**config.mk**
```make
export PLATFORM = sky130hd
export DESIGN_NAME = sdc_device_flat
export DESIGN_NICKNAME = d
export VERILOG_FILES = /design/src/sdc_pkg.sv /design/src/sdc_link_if.sv /design/src/sdc_device.sv /design/src/flat_wrapper.sv
export SDC_FILE = /design/constraint.sdc
export NUM_CORES = 1
export LEC_CHECK = 0
export BUFFER_PORTS_ARGS = -buffer_cell sky130_fd_sc_hd__buf_2
export CAP_MARGIN = 20
export CORE_ASPECT_RATIO = 0.8
export CORE_MARGIN = 2
export CORE_UTILIZATION = 30
export DETAILED_ROUTE_END_ITERATION = 7
export SYNTH_ARGS = -nofsm -noshare
export SYNTH_HDL_FRONTEND = slang
export SYNTH_SLANG_ARGS = --single-unit
export TNS_END_PERCENT = 10
```
**constraint.sdc**
```tcl
create_clock -name clock -period 6.25 [get_ports clock]
set_clock_uncertainty 0.2 [all_clocks]
set_input_delay 0.9375 -clock clock [delete_from_list [all_inputs] [get_ports clock]]
set_output_delay 0.9375 -clock clock [all_outputs]
set_load 0.01 [all_outputs]
```
**src/sdc_pkg.sv**
```systemverilog
// Purpose: Shared constants for the SPI daisy-chain target and controller
// Assumes: 125 MHz system clock, 8-bit bytes, three-byte packets
// Notes:   Control byte carries the chain device ID bit-reversed in bits 3..0
package sdc_pkg;
   // Packet framing
   localparam int BYTE_BITS = 8;
   localparam int PACKET_BITS = 24;
   localparam int ID_W = 4;
   localparam int CHAIN_MAX = 16;
   // Control byte layout
   localparam int CTRL_BCAST_BIT = 7;
   localparam int CTRL_READ_BIT = 6;
   localparam int CTRL_RSVD_HI = 5;
   localparam int CTRL_RSVD_LO = 4;
   localparam logic [1:0] CTRL_RSVD_VAL = 2'h0;
   // Bit counter positions (rising edges already seen)
   localparam logic [4:0] CNT_CID_FIRST = 5'h04;
   localparam logic [4:0] CNT_CID_LAST = 5'h07;
   localparam logic [4:0] CNT_CTRL_LAST = 5'h07;
   localparam logic [4:0] CNT_ADDR_LAST = 5'h0F;
   localparam logic [4:0] CNT_DATA_FIRST = 5'h10;
   localparam logic [4:0] CNT_DATA_LAST = 5'h17;
   localparam logic [4:0] CNT_DONE = 5'h18;
   localparam logic [4:0] CNT_SHIFT_FIRST = 5'h11;
   // Reset values
   localparam logic [7:0] BYTE_RESET = 8'h00;
   localparam logic [4:0] CNT_RESET = 5'h00;
   // Timing
   localparam int CLK_PERIOD_NS = 8;
   localparam int SCLK_PERIOD_NS = 80;
   localparam int SCLK_HALF_CYC = SCLK_PERIOD_NS / (2 * CLK_PERIOD_NS);
   localparam int GAP_NS = 80;
   localparam int GAP_CYC = (GAP_NS + CLK_PERIOD_NS - 1) / CLK_PERIOD_NS;
   // Buffering
   localparam int FIFO_DEPTH = 2;
endpackage

```
**src/sdc_link_if.sv**
```systemverilog
// Purpose: Serial link between the chain controller and one chained target
// Assumes: Shared MISO idles high when no target drives it
// Notes:   The bench joins several links to build a longer chain
`timescale 1ns/1ns
interface sdc_link_if;
   logic sclk;
   logic select_n;
   logic mosi;
   logic chain_data_out;
   logic miso_out;
   logic miso_oe_n;
   logic miso;

   // Resolved level of the shared read line
   assign miso = miso_oe_n ? 1'b1 : miso_out;

   modport device (
      input sclk,
      input select_n,
      input mosi,
      output chain_data_out,
      output miso_out,
      output miso_oe_n
   );
   modport controller (
      output sclk,
      output select_n,
      output mosi,
      input miso
   );
endinterface

```
**src/sdc_device.sv**
```systemverilog
// Purpose: Chained SPI target: pass-through with ID decrement and register access
// Assumes: SCLK, select and MOSI come from another domain and are sampled
// Notes:   Register storage lives outside; writes leave through a small buffer
`timescale 1ns/1ns

////////////////////////////////////////////////////////////////////////////////
// Small buffer with valid and ready on both sides
module sdc_fifo #(
   parameter int WIDTH = 16,
   parameter int DEPTH = sdc_pkg::FIFO_DEPTH
) (
   // Clock and reset
   input logic clock,
   input logic rst,
   // Fill side
   input logic in_valid,
   output logic in_ready,
   input logic [WIDTH-1:0] in_data,
   // Drain side
   output logic out_valid,
   input logic out_ready,
   output logic [WIDTH-1:0] out_data
);
   localparam int PW = (DEPTH > 1) ? $clog2(DEPTH) : 1;
   logic [WIDTH-1:0] mem [DEPTH];
   logic [PW-1:0] wr_ptr;
   logic [PW-1:0] rd_ptr;
   logic [PW:0] count;
   logic push;
   logic pop;

   assign in_ready = (count != (PW+1)'(DEPTH)) ? 1'b1 : 1'b0;
   assign out_valid = (count != '0);
   assign out_data = mem[rd_ptr];
   assign push = in_valid & in_ready;
   assign pop = out_valid & out_ready;

   always_ff @(posedge clock)
   begin
      if (push)
      begin
         mem[wr_ptr] <= in_data;
      end
   end

   always_ff @(posedge clock)
   begin
      if (rst)
      begin
         wr_ptr <= '0;
         rd_ptr <= '0;
         count <= '0;
      end
      else
      begin
         if (push)
         begin
            wr_ptr <= (wr_ptr == PW'(DEPTH - 1)) ? '0 : wr_ptr + PW'(1);
         end
         if (pop)
         begin
            rd_ptr <= (rd_ptr == PW'(DEPTH - 1)) ? '0 : rd_ptr + PW'(1);
         end
         count <= count + (PW+1)'(push) - (PW+1)'(pop);
      end
   end
endmodule

////////////////////////////////////////////////////////////////////////////////
// Contract
// - Forward every bit unchanged except device ID.
// - Forwarded device ID is received value minus one.
// - Received ID zero selects this device.
// - Selected device handles address and data normally.
// - Controller places ID bit-reversed in control byte.
// - Up to sixteen targets; target n uses ID n.
// - Bit7 broadcast, bit6 read, bits5-4 zero.
// - Broadcast write updates every device.
// - Addressed write updates only ID-zero device.
// - Controller slows SCLK as chain grows. Here SCLK_HALF is a fixed parameter, whatever the chain length.
// - Control, address, data bytes; MSB first, rising edge.
// - MISO driven only during addressed read data byte.
// - Early select release aborts; select restarts framing.
module sdc_device (
   // Clock and reset
   input logic clock,
   input logic rst,
   // Serial link
   sdc_link_if.device link,
   // Register write stream
   output logic wr_valid,
   input logic wr_ready,
   output logic [7:0] wr_addr,
   output logic [7:0] wr_data,
   output logic wr_room,
   // Register read port
   output logic [7:0] rd_addr,
   input logic [7:0] rd_data,
   // Status
   output logic selected,
   output logic packet_abort
);
   typedef enum logic [2:0] {
      SDC_IDLE = 3'b001,
      SDC_FRAME = 3'b010,
      SDC_DONE = 3'b100
   } sdc_dev_state_t;

   sdc_dev_state_t state;
   logic sclk_s1, sclk_s2, sclk_s3;
   logic sel_s1, sel_s2, sel_s3;
   logic mosi_s1, mosi_s2;
   logic rise, fall, active, sel_fall, sel_rise;
   logic [4:0] bit_cnt;
   logic [6:0] shift_in;
   logic borrow;
   logic cid_nonzero;
   logic cid_phase;
   logic ctrl_bcast, ctrl_read;
   logic load_pending;
   logic miso_drive;
   logic [7:0] miso_shift;
   logic push_valid;
   logic [15:0] push_data;
   logic [15:0] pop_data;

   ////////////////////////////////////////////////////////////////////////////
   // Pin synchronisers and edge detection
   always_ff @(posedge clock)
   begin
      if (rst)
      begin
         sclk_s1 <= 1'b0;
         sclk_s2 <= 1'b0;
         sclk_s3 <= 1'b0;
         sel_s1 <= 1'b1;
         sel_s2 <= 1'b1;
         sel_s3 <= 1'b1;
         mosi_s1 <= 1'b0;
         mosi_s2 <= 1'b0;
      end
      else
      begin
         sclk_s1 <= link.sclk;
         sclk_s2 <= sclk_s1;
         sclk_s3 <= sclk_s2;
         sel_s1 <= link.select_n;
         sel_s2 <= sel_s1;
         sel_s3 <= sel_s2;
         mosi_s1 <= link.mosi;
         mosi_s2 <= mosi_s1;
      end
   end

   assign rise = sclk_s2 & ~sclk_s3;
   assign fall = ~sclk_s2 & sclk_s3;
   assign active = ~sel_s2;
   assign sel_fall = ~sel_s2 & sel_s3;
   assign sel_rise = sel_s2 & ~sel_s3;
   assign cid_phase = (state == SDC_FRAME) && (bit_cnt >= sdc_pkg::CNT_CID_FIRST)
                      && (bit_cnt <= sdc_pkg::CNT_CID_LAST);

   ////////////////////////////////////////////////////////////////////////////
   // Framing state
   always_ff @(posedge clock)
   begin
      if (rst)
      begin
         state <= SDC_IDLE;
         bit_cnt <= sdc_pkg::CNT_RESET;
      end
      else if (!active)
      begin
         state <= SDC_IDLE;
         bit_cnt <= sdc_pkg::CNT_RESET;
      end
      else
      begin
         case (state)
            SDC_IDLE:
            begin
               if (sel_fall)
               begin
                  state <= SDC_FRAME;
                  bit_cnt <= sdc_pkg::CNT_RESET;
               end
            end
            SDC_FRAME:
            begin
               if (rise)
               begin
                  bit_cnt <= bit_cnt + 5'h01;
                  if (bit_cnt == sdc_pkg::CNT_DATA_LAST)
                  begin
                     state <= SDC_DONE;
                  end
               end
            end
            SDC_DONE:
            begin
               if (fall && bit_cnt == sdc_pkg::CNT_DONE)
               begin
                  bit_cnt <= sdc_pkg::CNT_RESET;
               end
            end
            default:
            begin
               state <= SDC_IDLE;
            end
         endcase
      end
   end

   ////////////////////////////////////////////////////////////////////////////
   // Pass-through with serial decrement of the chain device ID
   always_ff @(posedge clock)
   begin
      if (rst)
      begin
         link.chain_data_out <= 1'b0;
      end
      else
      begin
         link.chain_data_out <= mosi_s2 ^ (cid_phase & borrow);
      end
   end

   always_ff @(posedge clock)
   begin
      if (rst || !active || state == SDC_IDLE)
      begin
         borrow <= 1'b1;
         cid_nonzero <= 1'b0;
      end
      else if (rise && cid_phase)
      begin
         borrow <= borrow & ~mosi_s2;
         cid_nonzero <= cid_nonzero | mosi_s2;
      end
   end

   ////////////////////////////////////////////////////////////////////////////
   // Byte capture and command decode
   always_ff @(posedge clock)
   begin
      if (rst)
      begin
         shift_in <= 7'h00;
         ctrl_bcast <= 1'b0;
         ctrl_read <= 1'b0;
         selected <= 1'b0;
         rd_addr <= sdc_pkg::BYTE_RESET;
      end
      else if (!active)
      begin
         selected <= 1'b0;
         ctrl_read <= 1'b0;
         ctrl_bcast <= 1'b0;
      end
      else if (rise && state == SDC_FRAME)
      begin
         shift_in <= {shift_in[5:0], mosi_s2};
         if (bit_cnt == sdc_pkg::CNT_CTRL_LAST)
         begin
            ctrl_bcast <= shift_in[sdc_pkg::CTRL_BCAST_BIT - 1];
            ctrl_read <= shift_in[sdc_pkg::CTRL_READ_BIT - 1];
            selected <= ~(cid_nonzero | mosi_s2);
         end
         if (bit_cnt == sdc_pkg::CNT_ADDR_LAST)
         begin
            rd_addr <= {shift_in, mosi_s2};
         end
      end
   end

   ////////////////////////////////////////////////////////////////////////////
   // Write issue: broadcast writes always, addressed writes only when selected
   assign push_valid = rise && active && state == SDC_FRAME
                       && bit_cnt == sdc_pkg::CNT_DATA_LAST && !ctrl_read
                       && (ctrl_bcast || selected);
   assign push_data = {rd_addr, shift_in, mosi_s2};

   sdc_fifo #(
      .WIDTH(16),
      .DEPTH(sdc_pkg::FIFO_DEPTH)
   ) u_wr_fifo (
      .clock(clock),
      .rst(rst),
      .in_valid(push_valid),
      .in_ready(wr_room),
      .in_data(push_data),
      .out_valid(wr_valid),
      .out_ready(wr_ready),
      .out_data(pop_data)
   );

   assign wr_addr = pop_data[15:8];
   assign wr_data = pop_data[7:0];

   always_ff @(posedge clock)
   begin
      if (rst)
      begin
         packet_abort <= 1'b0;
      end
      else
      begin
         packet_abort <= sel_rise && state == SDC_FRAME
                         && bit_cnt != sdc_pkg::CNT_RESET;
      end
   end

   ////////////////////////////////////////////////////////////////////////////
   // Read data on the shared MISO line
   always_ff @(posedge clock)
   begin
      if (rst || !active)
      begin
         load_pending <= 1'b0;
         miso_drive <= 1'b0;
         miso_shift <= sdc_pkg::BYTE_RESET;
      end
      else if (load_pending)
      begin
         load_pending <= 1'b0;
         miso_drive <= 1'b1;
         miso_shift <= rd_data;
      end
      else if (rise && state == SDC_FRAME && bit_cnt == sdc_pkg::CNT_ADDR_LAST)
      begin
         load_pending <= ctrl_read & selected;
      end
      else if (fall && miso_drive)
      begin
         if (bit_cnt == sdc_pkg::CNT_DONE)
         begin
            miso_drive <= 1'b0;
         end
         else if (bit_cnt >= sdc_pkg::CNT_SHIFT_FIRST)
         begin
            miso_shift <= {miso_shift[6:0], 1'b0};
         end
      end
   end

   assign link.miso_out = miso_shift[7];
   assign link.miso_oe_n = ~miso_drive;
endmodule

```
**src/flat_wrapper.sv**
```systemverilog
// flat-port wrapper written by rule: the top's interface ports become plain ports
module sdc_device_flat 
  (clock, rst, wr_valid, wr_ready, wr_addr, wr_data, wr_room, rd_addr, rd_data, selected, packet_abort, link_sclk, link_select_n, link_mosi, link_chain_data_out, link_miso_out, link_miso_oe_n);
  sdc_link_if link_i ();
  input logic clock;
  input logic rst;
  output logic wr_valid;
  input logic wr_ready;
  output logic [7:0] wr_addr;
  output logic [7:0] wr_data;
  output logic wr_room;
  output logic [7:0] rd_addr;
  input logic [7:0] rd_data;
  output logic selected;
  output logic packet_abort;
  input wire logic [$bits(link_i.sclk)-1:0] link_sclk;
  input wire logic [$bits(link_i.select_n)-1:0] link_select_n;
  input wire logic [$bits(link_i.mosi)-1:0] link_mosi;
  output wire logic [$bits(link_i.chain_data_out)-1:0] link_chain_data_out;
  output wire logic [$bits(link_i.miso_out)-1:0] link_miso_out;
  output wire logic [$bits(link_i.miso_oe_n)-1:0] link_miso_oe_n;
  assign link_i.sclk = link_sclk;
  assign link_i.select_n = link_select_n;
  assign link_i.mosi = link_mosi;
  assign link_chain_data_out = link_i.chain_data_out;
  assign link_miso_out = link_i.miso_out;
  assign link_miso_oe_n = link_i.miso_oe_n;
  sdc_device u_core (.clock(clock), .rst(rst), .link(link_i), .wr_valid(wr_valid), .wr_ready(wr_ready), .wr_addr(wr_addr), .wr_data(wr_data), .wr_room(wr_room), .rd_addr(rd_addr), .rd_data(rd_data), .selected(selected), .packet_abort(packet_abort));
endmodule
```
=== Word-level counts from Yosys, hierarchy flattened ===
Memories as Yosys holds them, arrays and structs flattened. A register that Yosys moved wholly into a read port is not among the register bits.
Cells that the tools add are included.

* Mux-type cells: 24
* Order comparisons: 3
* Add/sub/neg operators: 5
* Reductions and logical operators: 33
* Equal/unequal tests: 14
* Bitwise operators: 20

{| class="wikitable"
|+ Operators with widths
! operator !! count
|-
| $mux W8 || 5
|-
| $mux W5 || 3
|-
| $pmux W5 S3 || 1
|-
| $logic_and A1 B1 Y1 || 14
|-
| $ne A2 B1 Y1 const B || 6
|-
| $reduce_and A4 Y1 || 3
|-
| $mux W1 || 11
|-
| $eq A5 B5 Y1 const B || 2
|-
| $and A1 B1 Y1 || 9
|-
| $mux W3 || 3
|-
| $not A1 Y1 || 9
|-
| $pmux W3 S3 || 1
|-
| $reduce_bool A2 Y1 || 4
|-
| $reduce_and A3 Y1 || 2
|-
| $add A5 B1 Y5 const B || 1
|-
| $eq A5 B3 Y1 const B || 1
|-
| $eq A5 B4 Y1 const B || 1
|-
| $ge A5 B3 Y1 const B || 1
|-
| $ge A5 B5 Y1 const B || 1
|-
| $le A5 B3 Y1 const B || 1
|-
| $reduce_bool A5 Y1 || 1
|-
| $reduce_and A2 Y1 || 2
|-
| $eq A3 B1 Y1 const B || 1
|-
| $eq A3 B2 Y1 const B || 1
|-
| other kinds (12) || 15
|}

* Bits of input ports: 14
* Output and inout port bits: 31
* Register bits after elaboration: 52
* Memories kept: 1
* Memory bits (writable): 32
* Word-level logic and storage cells: 125

{| class="wikitable"
|+ Memory list
! name !! words !! bits a word !! rd ports !! clocked after memory_dff !! write ports !! line !! text
|-
| u_core.u_wr_fifo.mem || 2 || 16 || 1 || 1 || 1 || sdc_device.sv:25 || <nowiki>logic [WIDTH-1:0] mem [DEPTH];</nowiki>
|}

=== Longest topological paths before layout ===
* Word-level depth: 10
* Depth in mapped cells: 10
* Gate-level depth less buffers: 10

=== Hierarchy ===
From an unflattened synthesis, not the netlist that was laid out.

* Cells, all modules: 301
* Area total of the unflattened synthesis: 3463.3 µm²

{| class="wikitable"
|+ Modules (own cells, without submodules)
! module !! cells an instance !! sequential area each (µm²) !! area each (µm²) !! times used
|-
| sdc_device || 222 || 960.9 || 2054.5 || 1
|-
| sdc_fifo || 79 || 1061.0 || 1408.9 || 1
|}

=== Worst setup path after synthesis ===
OpenSTA, ideal clock, no wires.

* Kind: register -> register
* Start: register u_core.bit_cnt[0]
* End: memory u_core.u_wr_fifo.mem[1][0], enable pin
* Arrival time: 2.241 ns
* Path buffers: 0
* Setup time: 0.389 ns
* Slack: 3.420 ns
* Period minus slack after synthesis: 2.830 ns
* Cell stages (with the launch flop): 6
* Data required time: 5.661 ns
* Cells stage by stage: dfxtp_1 -> ha_1 -> nand4b_4 -> or4b_1 -> or2_2 -> nor2_1

* Longest elaborated chain between the ends: 7

{| class="wikitable"
|+ Ends and longest elaborated chain
! element !! line !! text
|-
| start, declared || sdc_device.sv:114 || <nowiki>logic [4:0] bit_cnt;</nowiki>
|-
| start signal, assigned || sdc_device.sv:170 || <nowiki>bit_cnt <= sdc_pkg::CNT_RESET;</nowiki>
|-
| start signal, assigned || sdc_device.sv:175 || <nowiki>bit_cnt <= sdc_pkg::CNT_RESET;</nowiki>
|-
| start signal, assigned || sdc_device.sv:185 || <nowiki>bit_cnt <= sdc_pkg::CNT_RESET;</nowiki>
|-
| $eq A5 B5 Y1 || sdc_device.sv:279 || <nowiki>&& bit_cnt == sdc_pkg::CNT_DATA_LAST && !ctrl_read</nowiki>
|-
| $logic_and A1 B1 Y1 (2 in series) || sdc_device.sv:279 ||
|-
| $logic_and A1 B1 Y1 || sdc_device.sv:280 || <nowiki>&& (ctrl_bcast || selected);</nowiki>
|-
| $and A1 B1 Y1 || sdc_device.sv:35 || <nowiki>assign push = in_valid & in_ready;</nowiki>
|-
| $mux W1 || sdc_device.sv:40 || <nowiki>if (push)</nowiki>
|-
| $mux W1 (implied by the code) || sdc_device.sv:42 || <nowiki>mem[wr_ptr] <= in_data;</nowiki>
|-
| end, declared || sdc_device.sv:25 ||
|}

Every way passes these cells.

=== Final worst setup path ===
* Start: register u_core.state[1]
* End: register u_core.u_wr_fifo.count[1]

* Longest elaborated chain between the ends: 8

{| class="wikitable"
|+ Ends and longest elaborated chain
! element !! line !! text
|-
| start, declared || sdc_device.sv:109 || <nowiki>sdc_dev_state_t state;</nowiki>
|-
| start signal, assigned || sdc_device.sv:169 || <nowiki>state <= SDC_IDLE;</nowiki>
|-
| start signal, assigned || sdc_device.sv:174 || <nowiki>state <= SDC_IDLE;</nowiki>
|-
| start signal, assigned || sdc_device.sv:184 || <nowiki>state <= SDC_FRAME;</nowiki>
|-
| $eq A3 B2 Y1 || sdc_device.sv:278 || <nowiki>assign push_valid = rise && active && state == SDC_FRAME</nowiki>
|-
| $logic_and A1 B1 Y1 || sdc_device.sv:278 ||
|-
| $logic_and A1 B1 Y1 (2 in series) || sdc_device.sv:279 ||
|-
| $logic_and A1 B1 Y1 || sdc_device.sv:280 ||
|-
| $and A1 B1 Y1 || sdc_device.sv:35 ||
|-
| $add A2 B1 Y2 || sdc_device.sv:64 || <nowiki>count <= count + (PW+1)'(push) - (PW+1)'(pop);</nowiki>
|-
| $sub A2 B1 Y2 || sdc_device.sv:64 ||
|-
| end signal, assigned || sdc_device.sv:64 ||
|-
| end, declared || sdc_device.sv:28 || <nowiki>logic [PW:0] count;</nowiki>
|}

Every way passes these cells.
A chain may end at the register's enable or synchronous reset.

==> run metrics <==
outcome=finished clean; number of buffers between clock root and the deepest sink=2; final worst path period share=47.3%; Worst Setup SP=u_core.state[1]; number of hold-repair buffers added at the cts stage=0; post-synthesis cell type with the largest combined area=sky130_fd_sc_hd__dfxtp_1; Core Region=11000 um^2; Slew HR=49.2%; Final Slew Violations=0; clk_lat worst skew=340 ps; Post-synth ARST share=0%; clock net sink count=85; leading cell type by number of instances after synthesis=sky130_fd_sc_hd__dfxtp_1; antenna violations before repair=0; flop2flop setup slack=3290 ps; number of H-tree branching levels=3; power per unit of standard cell area=301 nW/um^2; Endpoint, Worst Hold=u_core.sel_s2; GRT overflow=0; post-synth net total=316; ranking of synthesized cells by instance count=sky130_fd_sc_hd__dfxtp_1 (53), sky130_fd_sc_hd__edfxtp_1 (32), sky130_fd_sc_hd__nor2_1 (30); area post-placement=3760 um^2; buffer cell driving the clock tree root=sky130_fd_sc_hd__clkbuf_16; detailed-route vias per instance=4.83; vias=2360; top-level I/O count=45; via count of the first global-routing pass=2160; average cell area after synthesis=11.5 um^2; worst endpoint data arrival time=2960 ps; Final Core Density=36.9%; dominant synthesized flop cell=sky130_fd_sc_hd__dfxtp_1; critical path endpoint category=register; number of design-rule violations left by the first detailed-router iteration=192; Cells after DPL=473; Worst R2R Start=u_core.state[1]; Crit Path Max Fanout=18; post-synthesis instance area=3410 um^2; Hold Path Origin=u_core.sel_s1; Final ANT Viol Nets=0; CTS Buf Count=9; total routing usage reported by global routing=11.4%; mean routed wirelength per cell=13.4 um; Seq/Total Area, Yosys=59.3%; Reg-to-Reg End=u_core.u_wr_fifo.count[1]; RSZ-0062 raised after global routing=no; number of distinct library cells after synthesis=50; peak supply drop=178 uV; setup repair bufs after CTS=0; leakage power total=1.53 nW; Die Y-Extent=99.3 um; aggregate negative setup slack=0 ps; type of the worst setup path=reg -> reg; clock period minus final worst setup slack=2960 ps; depth of the worst register-to-register path=9; CTS clk-pin slew, worst paths=60 ps; HPWL after detailed placement=4430 um; slew of the pin with the lowest slew margin=761 ps; critical path required time=6250 ps; # Max-Cap Violations=0; category of the worst setup path launch point=register; Die Outline Area=12200 um^2; pin count of the biggest net entering global routing=31; Peak Freq=338 MHz; total of buffers placed on input and output ports=44; TritonRoute pass-1 iters=4; GPL Wtd Cong=0.802; count of standard-cell rows=34; post-route insts no fill=489; CTS tree=built; number of cells on the worst hold path=1; fraction of final layout cells sized beyond drive strength 1=26.7%; wire length of the first global-routing pass=10700 um; effective utilization at floorplan=31.0%; signed area change from the synthesized netlist to the final layout=18.9%; top post-synthesis cells by area=sky130_fd_sc_hd__dfxtp_1 (31%), sky130_fd_sc_hd__edfxtp_1 (28%), sky130_fd_sc_hd__mux2_2 (5.6%), sky130_fd_sc_hd__nor2_1 (3.3%), sky130_fd_sc_hd__mux2i_1 (3.2%); post-route DRC violation count=0; total inserted antenna cells=0; final hold vios=0; wirelength, routed=6550 um; Overall Power=1.22 mW; type of the tightest min-delay check=reg -> reg; #FFs+latches synth=85; number of warnings reported in the yosys synthesis log=0; fraction of post-synthesis cell area in the top cell type by area=31.1%; Post-CTS Resized=0; final standard cell area without fillers=4050 um^2; number of synthesized flops with an enable pin=32; layout net count=360; number of cells produced by synthesis=296; width of the die=123 um; Setup Viol. Count Final=0
==> metal layers <==
layer,global-route usage (%),share of wire (%),vias to the layer above
li1,-,-,1165
met5,0,0,-
met1,15.7,49,1125
met3,3.15,5.0,9
met4,5.77,1.9,0
met2,16.4,44,61
==> critical path: stages, from the launching register on <==
cell,delay [ps]
sky130_fd_sc_hd__dfxtp_1,400
sky130_fd_sc_hd__nor3b_4,670
sky130_fd_sc_hd__nand2_2,280
sky130_fd_sc_hd__or2_2,400
sky130_fd_sc_hd__ha_1,290
sky130_fd_sc_hd__inv_1,60
sky130_fd_sc_hd__ha_1,150
sky130_fd_sc_hd__xor2_1,180
sky130_fd_sc_hd__xnor2_1,150
sky130_fd_sc_hd__nor2_1,60
==> metrics by stage <==
step	hold WS (ps)	worst slack [ps]
6_report	214	3290
5_1_grt	227	3060
4_1_cts	215	3290
3_5_place_dp	200	3250
3_3_place_gp	196	3290
2_1_floorplan	189	3420
==> flip-flops by register name, indices dropped and copies added, names as in the netlist, 2 cells and up, named ones only <==
signal and cells:
u_core.shift_in 7, u_core.rd_addr 8, u_core.miso_shift 8, u_core.u_wr_fifo.count 2, u_core.state 3, u_core.bit_cnt 5
u_core.u_wr_fifo.mem 32
==> worst max path at each step <==
stage | to | depth (start not counted)
global placement | u_core.bit_cnt[4] | 5
finish | u_core.u_wr_fifo.count[1] | 9
CTS | u_core.u_wr_fifo.count[1] | 9
detailed placement | u_core.bit_cnt[4] | 5
global route | u_core.u_wr_fifo.count[1] | 9
floorplan | u_core.u_wr_fifo.mem[1][0] | 5
==> area by class of cell <==
type | instances | area [um^2]
Fill cell | 1092 | 6920
Sequential cell | 85 | 2020
Multi-Input combinational cell | 189 | 1290
Timing Repair Buffer | 45 | 228
Clock buffer | 9 | 225
Tap cell | 144 | 180
Clock inverter | 7 | 65.1
Inverter | 10 | 37.5
==> cell families after synthesis <==
group	after synthesis	synth area share (%)
multiplexers	28	8.85
flip-flops	85	59.3
AND/OR/NAND/NOR	109	17.9
XOR/XNOR	5	1.29
buffers and inverters	22	2.68
AO/OA/AOI/OAI	41	7.75
adder cells (fa/ha/maj)	6	2.20
==> cells in the final DEF (no fill, tap or decap), drive strengths merged, types with 2 or more instances in the layout <==
cell | synthesis | final
clkinv | 0 | 2
and2 | 2 | 2
o21ai | 11 | 11
nor2 | 30 | 30
clkbuf | 9 | 9
inv | 10 | 14
nand3b | 3 | 3
nor3 | 5 | 5
xnor2 | 3 | 3
nand2b | 4 | 4
a21oi | 12 | 12
mux2i | 11 | 11
nor2b | 7 | 7
xor2 | 2 | 2
o31ai | 2 | 2
and3 | 2 | 2
dfxtp | 53 | 53
nor4 | 7 | 7
buf | 3 | 45
mux2 | 17 | 17
nand3 | 12 | 12
nand4 | 4 | 4
or2 | 5 | 5
or3 | 2 | 2
a211oi | 7 | 7
or4b | 2 | 2
ha | 6 | 6
nor3b | 4 | 4
nand2 | 16 | 16
edfxtp | 32 | 32
==> power breakdown <==
group          internal (mW)  switching (mW)  leakage (nW)
sequential             0.582          0.0198         0.729
combinational         0.0607          0.0477         0.664
clock                  0.279           0.230         0.140
total                  0.921           0.298          1.53
No activity file was read; power rests on OpenSTA's default activity.
